==> src/cmc_pkg.sv <==
// Constants, encodings and the state record of the master clock controller.
package cmc_pkg;
  localparam int CNT_W = 9;
  localparam int NPERIPH = 8;
  localparam logic [1:0] SRC_FAST = 2'h0;
  localparam logic [1:0] SRC_SLOW = 2'h1;
  localparam logic [1:0] SRC_EXT = 2'h2;
  localparam logic [1:0] SRC_NONE = 2'h3;
  localparam logic [2:0] DIV_BY8 = 3'h3;
  localparam logic [2:0] TRIM_RESET = 3'h4;
  localparam logic [1:0] LP_WAIT = 2'h0;
  localparam logic [1:0] LP_AHALT_REG_ON = 2'h1;
  localparam logic [1:0] LP_AHALT_REG_OFF = 2'h2;
  localparam logic [1:0] LP_HALT = 2'h3;
  localparam logic PLL_REF_FAST = 1'b0;
  localparam int CLK_MHZ = 200;
  localparam int FAST_RC_KHZ = 16000;
  localparam int SLOW_RC_HZ = 153600;
  localparam int PLL_OUT_MHZ = 96;
  localparam int PLL_REF_KHZ = 16000;
  localparam int EXT_MAX_MASTER_KHZ = 16000;
  localparam int EXT_MAX_REF_KHZ = 24000;
  localparam int SWITCH_GAP_NS = 10;
  localparam int SWITCH_GAP_CYC = (SWITCH_GAP_NS * CLK_MHZ + 999) / 1000;
  localparam int WAKE_STAB_NS = 1000;
  localparam int WAKE_STAB_CYC = (WAKE_STAB_NS * CLK_MHZ + 999) / 1000;
  localparam int CSS_TIMEOUT_NS = 1000;
  localparam int CSS_TIMEOUT_CYC = CSS_TIMEOUT_NS * CLK_MHZ / 1000;

  typedef enum logic [1:0] {
    ST_RUN    = 2'h0,
    ST_GAP    = 2'h1,
    ST_LOWPWR = 2'h2,
    ST_STAB   = 2'h3
  } cmc_st_e;

  typedef struct packed {
    cmc_st_e              st;
    logic [1:0]           lpMode;
    logic [1:0]           src;
    logic [2:0]           div;
    logic [1:0]           pendSrc;
    logic [2:0]           pendDiv;
    logic                 pendValid;
    logic                 stabPend;
    logic [1:0]           saveSrc;
    logic [2:0]           saveDiv;
    logic [2:0]           srcEn;
    logic                 coreEn;
    logic [NPERIPH-1:0]   periphEn;
    logic [CNT_W-1:0]     cnt;
    logic                 extPrev;
    logic [CNT_W-1:0]     extIdle;
    logic                 cssFail;
    logic [2:0]           rdy;
    logic [2:0]           trim;
    logic                 pllRef;
    logic                 oscOutEn;
    logic [1:0]           cloSel;
    logic                 cloEn;
    logic                 extRef;
    logic                 regOn;
    logic                 slowOn;
    logic                 retain;
    logic                 bor;
  } cmc_state_s;
endpackage : cmc_pkg

==> src/cmc_clock_ctrl.sv <==
// Master clock source selection, gating and low-power sequencing.
// Function
// RULE1: Reset starts on fast RC divided by eight.
// RULE2: Keep old source until new one ready.
// RULE3: Source change passes through an all-off gap.
// RULE4: Core and each peripheral clock gate separately.
// RULE5: Wakeup first runs fast RC divided by eight; wake from wait keeps the running source.
// RULE6: After stabilisation return to pre-halt source.
// RULE7: External clock failure forces fast RC by eight.
// RULE8: PLL output never a master clock source.
// RULE9: PLL reference selects fast RC or external.
// RULE10: External path: crystal pins or direct input.
// RULE11: Software keeps external master clock below 16MHz.
// RULE12: External reference path for PWM up to 24MHz.
// RULE13: Fast RC is the default master clock.
// RULE14: Fast RC has a writable 3-bit trim.
// RULE15: Slow RC feeds watchdog, wakeup unit, master.
// RULE16: Configurable clock output selects a clock signal.
// RULE17: Wait stops core only; interrupts resume it.
// RULE18: Active-halt stops all; wakes on timer, external.
// RULE19: Active-halt variant turns main regulator off.
// RULE20: Halt stops all, regulator off, external wake.
// RULE21: RAM retention and brownout stay on always.
// RULE22: Oscillator ready and clock failure status visible.
module cmc_clock_ctrl #(
  parameter int STAB_CYC = cmc_pkg::WAKE_STAB_CYC,
  parameter int CSS_CYC  = cmc_pkg::CSS_TIMEOUT_CYC
) (
  input  wire logic                       clock,
  input  wire logic                       rst_b,
  input  wire logic [1:0]                 swSrcSel,
  input  wire logic [2:0]                 swDiv,
  input  wire logic                       swSwitchReq,
  input  wire logic                       fastRcReady,
  input  wire logic                       slowRcReady,
  input  wire logic                       extReady,
  input  wire logic                       extClkIn,
  input  wire logic                       cssEnable,
  input  wire logic                       cssClear,
  input  wire logic                       coreStop,
  input  wire logic [cmc_pkg::NPERIPH-1:0] periphStop,
  input  wire logic [2:0]                 trimIn,
  input  wire logic                       trimWrite,
  input  wire logic                       pllRefSel,
  input  wire logic                       extBypass,
  input  wire logic                       extRefReq,
  input  wire logic [1:0]                 clkOutSel,
  input  wire logic                       clkOutEnable,
  input  wire logic [1:0]                 lpMode,
  input  wire logic                       lpEnter,
  input  wire logic                       wakeIntIrq,
  input  wire logic                       wakeExtIrq,
  input  wire logic                       wakeAutoTimer,
  output logic [2:0]                      masterSrcEn,
  output logic [1:0]                      masterSrc,
  output logic [2:0]                      masterDiv,
  output logic                            coreClkEn,
  output logic [cmc_pkg::NPERIPH-1:0]     periphClkEn,
  output logic [2:0]                      oscReady,
  output logic                            cssFailFlag,
  output logic [2:0]                      fastRcTrim,
  output logic                            pllRefOut,
  output logic                            oscOutPinEn,
  output logic                            extRefEn,
  output logic [1:0]                      clkOutSrc,
  output logic                            clkOutEn,
  output logic                            mainRegOn,
  output logic                            slowRcOn,
  output logic                            ramRetain,
  output logic                            brownoutEn
);
  localparam cmc_pkg::cmc_state_s ST_RESET = '{
    st:       cmc_pkg::ST_RUN,
    src:      cmc_pkg::SRC_FAST,
    div:      cmc_pkg::DIV_BY8,
    srcEn:    3'h1,
    coreEn:   1'b1,
    periphEn: '1,
    trim:     cmc_pkg::TRIM_RESET,
    regOn:    1'b1,
    slowOn:   1'b1,
    retain:   1'b1,
    bor:      1'b1,
    default:  '0
  };

  function automatic logic [2:0] oneHot(input logic [1:0] src);
    oneHot = (src == cmc_pkg::SRC_NONE) ? 3'h0 : 3'h1 << src;
  endfunction : oneHot

  function automatic logic isReady(input logic [2:0] rdy, input logic [1:0] src);
    isReady = |(rdy & oneHot(src));
  endfunction : isReady

  logic [1:0]          rstSync_r;
  logic                rstN;
  cmc_pkg::cmc_state_s s_r;
  cmc_pkg::cmc_state_s s_nxt;
  logic                cssHit;
  logic                wakeGo;
  logic                lpHaltType;

  always_ff @(posedge clock or negedge rst_b)
  begin
    if (!rst_b)
      rstSync_r <= 2'h0;
    else
      rstSync_r <= {rstSync_r[0], 1'b1};
  end
  assign rstN = rstSync_r[1];

  localparam logic [cmc_pkg::CNT_W-1:0] CNT_MAX = cmc_pkg::CNT_W'(CSS_CYC);
  // A stuck external clock is seen as no level change for the timeout window.
  assign cssHit = (s_r.src == cmc_pkg::SRC_EXT) && cssEnable && (s_r.extIdle == CNT_MAX); // RULE7
  assign lpHaltType = (s_r.lpMode != cmc_pkg::LP_WAIT);
  always_comb
  begin
    wakeGo = 1'b0;
    case (s_r.lpMode)
      cmc_pkg::LP_WAIT:          wakeGo = wakeIntIrq | wakeExtIrq; // RULE17
      cmc_pkg::LP_AHALT_REG_ON,
      cmc_pkg::LP_AHALT_REG_OFF: wakeGo = wakeAutoTimer | wakeExtIrq; // RULE18
      cmc_pkg::LP_HALT:          wakeGo = wakeExtIrq; // RULE20
      default:                   wakeGo = 1'b0;
    endcase
  end

  always_comb
  begin
    s_nxt = s_r;
    s_nxt.rdy = {extReady, slowRcReady, fastRcReady}; // RULE22
    s_nxt.extPrev = extClkIn;
    if (!cssEnable || extClkIn != s_r.extPrev)
      s_nxt.extIdle = '0;
    else if (s_r.extIdle != CNT_MAX)
      s_nxt.extIdle = s_r.extIdle + 1'b1;
    if (cssClear)
      s_nxt.cssFail = 1'b0;
    if (cssHit)
      s_nxt.cssFail = 1'b1; // RULE22
    if (trimWrite)
      s_nxt.trim = trimIn; // RULE14
    s_nxt.pllRef = pllRefSel; // RULE9
    s_nxt.oscOutEn = !extBypass; // RULE10
    // The reference path is not limited to the 16MHz master ceiling.
    s_nxt.extRef = extRefReq; // RULE12
    s_nxt.cloSel = clkOutSel; // RULE16
    s_nxt.cloEn = clkOutEnable; // RULE16
    s_nxt.slowOn = 1'b1; // RULE15
    s_nxt.retain = 1'b1; // RULE21
    s_nxt.bor = 1'b1; // RULE21
    case (s_r.st)
      cmc_pkg::ST_RUN:
      begin
        if (cssHit)
        begin
          s_nxt.src = cmc_pkg::SRC_FAST; // RULE7
          s_nxt.div = cmc_pkg::DIV_BY8;
          s_nxt.pendValid = 1'b0;
          s_nxt.srcEn = 3'h0;
          s_nxt.cnt = '0;
          s_nxt.st = cmc_pkg::ST_GAP;
        end
        else if (lpEnter)
        begin
          s_nxt.lpMode = lpMode;
          s_nxt.saveSrc = s_r.pendValid ? s_r.pendSrc : s_r.src;
          s_nxt.saveDiv = s_r.pendValid ? s_r.pendDiv : s_r.div;
          s_nxt.pendValid = 1'b0;
          s_nxt.st = cmc_pkg::ST_LOWPWR;
        end
        else if (s_r.pendValid && isReady(s_r.rdy, s_r.pendSrc)) // RULE2
        begin
          s_nxt.src = s_r.pendSrc;
          s_nxt.div = s_r.pendDiv;
          s_nxt.pendValid = 1'b0;
          s_nxt.srcEn = 3'h0; // RULE3
          s_nxt.cnt = '0;
          s_nxt.st = cmc_pkg::ST_GAP;
        end
        else if (swSwitchReq && swSrcSel != cmc_pkg::SRC_NONE) // RULE8
        begin
          s_nxt.pendSrc = swSrcSel; // RULE15
          s_nxt.pendDiv = swDiv;
          s_nxt.pendValid = 1'b1;
        end
      end
      cmc_pkg::ST_GAP:
      begin
        s_nxt.cnt = s_r.cnt + 1'b1;
        if (s_r.cnt == cmc_pkg::CNT_W'(cmc_pkg::SWITCH_GAP_CYC - 1))
        begin
          s_nxt.srcEn = oneHot(s_r.src); // RULE3
          s_nxt.cnt = '0;
          s_nxt.stabPend = 1'b0;
          s_nxt.st = s_r.stabPend ? cmc_pkg::ST_STAB : cmc_pkg::ST_RUN;
        end
      end
      cmc_pkg::ST_LOWPWR:
      begin
        if (wakeGo && !lpHaltType)
          s_nxt.st = cmc_pkg::ST_RUN; // RULE17
        else if (wakeGo)
        begin
          s_nxt.src = cmc_pkg::SRC_FAST; // RULE5
          s_nxt.div = cmc_pkg::DIV_BY8;
          s_nxt.srcEn = 3'h0;
          s_nxt.cnt = '0;
          s_nxt.stabPend = 1'b1;
          s_nxt.st = cmc_pkg::ST_GAP;
        end
      end
      cmc_pkg::ST_STAB:
      begin
        s_nxt.cnt = s_r.cnt + 1'b1;
        if (s_r.cnt == cmc_pkg::CNT_W'(STAB_CYC - 1))
        begin
          s_nxt.pendSrc = s_r.saveSrc; // RULE6
          s_nxt.pendDiv = s_r.saveDiv;
          s_nxt.pendValid = 1'b1;
          s_nxt.cnt = '0;
          s_nxt.st = cmc_pkg::ST_RUN;
        end
      end
      default:
        s_nxt = ST_RESET;
    endcase
    s_nxt.coreEn = (s_nxt.st != cmc_pkg::ST_LOWPWR) && !coreStop; // RULE4
    if (s_nxt.st == cmc_pkg::ST_LOWPWR && s_nxt.lpMode != cmc_pkg::LP_WAIT)
      s_nxt.periphEn = '0; // RULE18
    else
      s_nxt.periphEn = ~periphStop; // RULE4
    // Regulator stays on in the fast-wake active-halt so recovery is quick.
    s_nxt.regOn = !(s_nxt.st == cmc_pkg::ST_LOWPWR
                    && (s_nxt.lpMode == cmc_pkg::LP_AHALT_REG_OFF
                        || s_nxt.lpMode == cmc_pkg::LP_HALT)); // RULE19
  end

  always_ff @(posedge clock or negedge rstN)
  begin
    if (!rstN)
      s_r <= ST_RESET; // RULE1
    else
      s_r <= s_nxt;
  end

  // The multiplexer enables are one-hot or all off, so the fast RC is the line at reset.
  assign masterSrcEn = s_r.srcEn; // RULE13
  assign masterSrc   = s_r.src;
  assign masterDiv   = s_r.div;
  assign coreClkEn   = s_r.coreEn;
  assign periphClkEn = s_r.periphEn;
  assign oscReady    = s_r.rdy;
  assign cssFailFlag = s_r.cssFail;
  assign fastRcTrim  = s_r.trim;
  assign pllRefOut   = s_r.pllRef;
  assign oscOutPinEn = s_r.oscOutEn;
  assign extRefEn    = s_r.extRef;
  assign clkOutSrc   = s_r.cloSel;
  assign clkOutEn    = s_r.cloEn;
  assign mainRegOn   = s_r.regOn;
  assign slowRcOn    = s_r.slowOn;
  assign ramRetain   = s_r.retain;
  assign brownoutEn  = s_r.bor;
endmodule : cmc_clock_ctrl

==> config.mk <==
export PLATFORM = sky130hd
export DESIGN_NAME = cmc_clock_ctrl
export DESIGN_NICKNAME = d
export VERILOG_FILES = /design/src/cmc_pkg.sv /design/src/cmc_clock_ctrl.sv
export SDC_FILE = /design/constraint.sdc
export NUM_CORES = 1
export LEC_CHECK = 0
export BUFFER_PORTS_ARGS = -buffer_cell sky130_fd_sc_hd__buf_4
export CORE_ASPECT_RATIO = 0.9
export CORE_UTILIZATION = 52
export CTS_CLUSTER_DIAMETER = 60
export DETAILED_ROUTE_END_ITERATION = 10
export PLACE_DENSITY = 0.76
export SLEW_MARGIN = 20
export SYNTH_ARGS = -nofsm -noshare
export SYNTH_HDL_FRONTEND = slang
export SYNTH_SLANG_ARGS = --single-unit
==> constraint.sdc <==
create_clock -name clock -period 2.66 [get_ports clock]
set_input_delay 0.399 -clock clock [delete_from_list [all_inputs] [get_ports clock]]
set_output_delay 0.399 -clock clock [all_outputs]
set_load 0.05 [all_outputs]
==> metrics.txt <==
# TYPE chip_impl_metric gauge
chip_impl_info{name="hold_path_end",value="clkOutSrc[1]"} 1
chip_impl_info{name="rsz0062_at_grt",value="no"} 1
chip_impl_metric{name="fin_util",unit="%"} 65.4
chip_impl_metric{name="synth_top_cell_area_share",unit="%"} 40.6
chip_impl_metric{name="finalMaxSlewViolations",unit=""} 0
chip_impl_metric{name="postRouteAntennaNets",unit=""} 0
chip_impl_info{name="slowest_stage",value="o22ai_1"} 1
chip_impl_metric{name="antenna_found_initial",unit=""} 0
chip_impl_info{name="min-delay-path-class",value="in -> reg"} 1
chip_impl_metric{name="area.growth.synth_to_final",unit="%"} 21.0
chip_impl_metric{name="power.density_cell_area",unit="nW/um2"} 1030
chip_impl_metric{name="grt_start_max_net_pins",unit=""} 54
chip_impl_metric{name="cts_setup_buffers",unit=""} 0
chip_impl_metric{name="cap_violations",unit=""} 0
chip_impl_metric{name="timing_hold_violations_final",unit=""} 0
chip_impl_metric{name="ys_types",unit=""} 56
chip_impl_metric{name="groute.layer.met2.usage",unit="%"} 29.0
chip_impl_metric{name="final-seq-area",unit="um2"} 1720
chip_impl_metric{name="route.detailed.drc",unit=""} 0
chip_impl_metric{name="power_leakage",unit="nW"} 1.82
chip_impl_info{name="top_library_cells_by_usage_in_the_layout_fill_and_taps_aside",value="buf_4 (71), dfrtp_1 (53), nor2_1 (28)"} 1
chip_impl_metric{name="clock_tree.buffer_depth",unit=""} 2
chip_impl_metric{name="ff2ff_path_depth",unit=""} 7
chip_impl_metric{name="hold-path-cell-count",unit=""} 1
chip_impl_metric{name="fin_hold_ws",unit="ns"} 0.152
chip_impl_info{name="hold_path_startpoint",value="clkOutSel[1]"} 1
chip_impl_metric{name="synth_sequential_area_ratio",unit="%"} 51.7
chip_impl_metric{name="core_area",unit="um2"} 6150
chip_impl_metric{name="vdd_ir_drop_max",unit="V"} 0.000492
chip_impl_info{name="run_status",value="completed"} 1
chip_impl_info{name="critPathLaunch",value="s_r[65]"} 1
chip_impl_metric{name="hpwlAfterDp",unit="um"} 4610
chip_impl_info{name="r2r_start",value="s_r[65]"} 1
chip_impl_metric{name="synth-seq-cells",unit=""} 68
chip_impl_metric{name="cts_resized",unit=""} 0
chip_impl_metric{name="mappedNetlistArea",unit="um2"} 3330
chip_impl_info{name="cp-start-kind",value="register"} 1
chip_impl_metric{name="cp_data_required_time",unit="ns"} 2.94
chip_impl_info{name="clock_tree_from_tritoncts",value="yes"} 1
chip_impl_metric{name="antennaDiodeCount",unit=""} 0
chip_impl_metric{name="synth_enable_flop_cells",unit=""} 0
chip_impl_metric{name="cts-hold-fix-buffers",unit=""} 1
chip_impl_metric{name="drt_iter0_drc",unit=""} 151
chip_impl_info{name="layout_commonest_cell",value="buf_4"} 1
chip_impl_metric{name="worst-path-max-fanout",unit=""} 6
chip_impl_metric{name="proportion_of_register_bits_with_asynchronous_set_or_reset_after_synthesis",unit="%"} 100
chip_impl_metric{name="routed_wl",unit="um"} 6410
chip_impl_metric{name="preCtsSetupSlack",unit="ns"} 0.391
chip_impl_metric{name="clock_insertion_delay_worst_skew",unit="ns"} 0.35
chip_impl_metric{name="postSynthCellCount",unit=""} 303
chip_impl_metric{name="fin_cells",unit=""} 450
chip_impl_metric{name="finalWorstPathRequiredPeriod",unit="ns"} 2.27
chip_impl_info{name="critPathCaptureType",value="register"} 1
chip_impl_metric{name="die_area",unit="um2"} 6720
chip_impl_metric{name="timing.final.ws_setup",unit="ns"} 0.390
chip_impl_metric{name="routed_wire_length_per_instance",unit="um"} 14.2
chip_impl_metric{name="globalRouteMet1Util",unit="%"} 27.8
chip_impl_info{name="ys.flop_type",value="dfrtp_1"} 1
chip_impl_info{name="ys_top_cells_by_area",value="dfrtp_1 (41%), dfstp_2 (11%), buf_4 (6.3%)"} 1
chip_impl_metric{name="fin_worst_skew",unit="ns"} 0.0102
chip_impl_metric{name="syn_area_per_cell",unit="um2"} 11.0
chip_impl_metric{name="achievable-frequency",unit="MHz"} 441
chip_impl_info{name="cp_top_family",value="compound AO/OA/AOI/OAI gates"} 1
chip_impl_metric{name="globalRouteOverflowTotal",unit=""} 0
chip_impl_metric{name="ios",unit=""} 73
chip_impl_metric{name="internal_reg_to_reg_setup_slack",unit="ns"} 0.39
chip_impl_metric{name="number_of_h_tree_levels",unit=""} 3
chip_impl_metric{name="start_util",unit="%"} 54.1
chip_impl_metric{name="grt_pass1_wl",unit="um"} 10300
chip_impl_metric{name="multi_input_comb_area",unit="um2"} 1330
chip_impl_metric{name="finalNetCount",unit=""} 403
chip_impl_info{name="reg2reg_to",value="masterSrcEn[2]"} 1
chip_impl_metric{name="ys_warn_count",unit=""} 0
chip_impl_metric{name="gp_congestion",unit=""} 0.898
chip_impl_metric{name="critPathBufInv",unit=""} 1
chip_impl_info{name="synth_top_cell_by_area",value="dfrtp_1"} 1
chip_impl_metric{name="worstMarginPinSlew",unit="ns"} 0.617
chip_impl_metric{name="core.rowCount",unit=""} 27
chip_impl_metric{name="clock-sinks",unit=""} 68
chip_impl_metric{name="placement.io_buffers",unit=""} 69
chip_impl_metric{name="clock_transition_at_the_registers_of_the_reported_paths",unit="ns"} 0.08
chip_impl_metric{name="timing.critical_path.slowest_cell_delay",unit="ns"} 0.45
chip_impl_metric{name="vias",unit=""} 2397
chip_impl_metric{name="setup-violations-final",unit=""} 0
chip_impl_metric{name="maxSlewHeadroom",unit="%"} 58.5
chip_impl_info{name="critPathKind",value="reg -> reg"} 1
chip_impl_metric{name="track_usage",unit="%"} 20.2
chip_impl_metric{name="fraction_of_final_layout_cells_with_drive_strength_greater_than_1",unit="%"} 35.3
chip_impl_metric{name="worst-endpoint-arrival",unit="ns"} 2.55
chip_impl_metric{name="grt_pass1_vias",unit=""} 2143
chip_impl_metric{name="tritoncts.num_buffers",unit=""} 9
chip_impl_info{name="globalRoute.busiestLayer",value="met2"} 1
chip_impl_metric{name="min_period_over_period",unit="%"} 85.3
chip_impl_metric{name="avgViaCountPerCell",unit=""} 5.33
chip_impl_metric{name="detailed_routing_iteration_count_for_the_pre_antenna_repair_pass",unit=""} 4
chip_impl_metric{name="die_height",unit="um"} 77.9
chip_impl_metric{name="totalNegativeSetupSlack",unit="ns"} 0
chip_impl_metric{name="dpl.cell_count",unit=""} 433
chip_impl_metric{name="die_width",unit="um"} 86.3
chip_impl_info{name="critical_path.cell_chain",value="inv_1 > ha_1 > mux2_2 > a21oi_1 > nor2_1 > o22ai_1 > a22o_1"} 1
chip_impl_metric{name="use_met3",unit="%"} 7.98
chip_impl_metric{name="fill_cells",unit=""} 504
chip_impl_info{name="clockRootBuffer",value="clkbuf_8"} 1
[layout make-up]
type | instances | share of cell area [%]
repair buffers | 73 | 14.0
clock inverters | 6 | 2.83
multi-input cells | 191 | 33.1
inverters | 15 | 1.40
clock buffers | 10 | 3.17
flip-flops and latches | 68 | 42.8
well taps | 87 | 2.71
[logic make-up after synthesis]
group | after synthesis | share of synthesized area, %
AO/OA/AOI/OAI | 53 | 11.9
XOR/XNOR | 9 | 2.37
adder cells (fa/ha/maj) | 6 | 2.26
buffers and inverters | 47 | 8.54
flip-flops | 68 | 51.7
multiplexers | 24 | 7.94
other | 1 | 0.113
AND/OR/NAND/NOR | 95 | 15.2
[registers in the layout, indices dropped and copies added (netlist names), 2 cells and up]
name         count
rstSync_r        2
masterSrcEn      3
fastRcTrim       3
oscReady         3
clkOutSrc        2
periphClkEn      8
s_r             35
masterSrc        2
masterDiv        3
[worst max path at each step]
stage                           endpoint  slack [ns]  cells after the start
after detailed placement  masterSrcEn[2]        0.39                      7
after global routing      masterSrcEn[2]        0.23                      7
final                     masterSrcEn[2]        0.39                      7
after CTS                 masterSrcEn[2]        0.38                      7
after global placement    masterSrcEn[2]        0.49                      7
after floorplan                 clkOutEn        0.65                      0
[synth_stat cells, drive strengths merged, types with 4 or more instances]
master,instances
a21o,5
dfrtp,54
nor3,7
and2,4
ha,6
inv,15
mux2,16
a22o,5
o21ai,10
mux2i,8
a21oi,11
nor2,28
dfstp,14
nand2,18
xor2,6
buf,30
nand3,7
nand4,5
[power by group]
group / internal (W) / total, W / switching [W]
Sequential: 0.00132 / 0.00159 / 0.000277
Combinational: 0.000603 / 0.00151 / 0.000912
Clock: 0.000624 / 0.00102 / 0.000399
Total: 0.00254 / 0.00413 / 0.00159
[per-layer routing]
layer / wire length [um] / vias up / share of wire [%]
li1: - / 1151 / -
met1: 2910 / 1147 / 45
met2: 2920 / 91 / 46
met3: 488 / 8 / 7.6
met4: 84 / 0 / 1.3
met5: 0 / - / 0
[worst register-to-register path: cells and delay by family, from the launching register on]
kind            cells  cell delay (ns)
compound gates      3             1.00
flops               1             0.38
mux                 1             0.34
fa+ha+maj           1             0.28
simple gates        1             0.14
buf+inv             1             0.07
[per-stage QoR]
stage / total power, W / instance area, um2
floorplan: 0.00283 / 3340
global placement: 0.00308 / 3770
detailed placement: 0.00312 / 3770
CTS: 0.00416 / 4020
global route: 0.00436 / 4020
finish: 0.00413 / 4020
No activity file was read; power rests on OpenSTA's default activity.
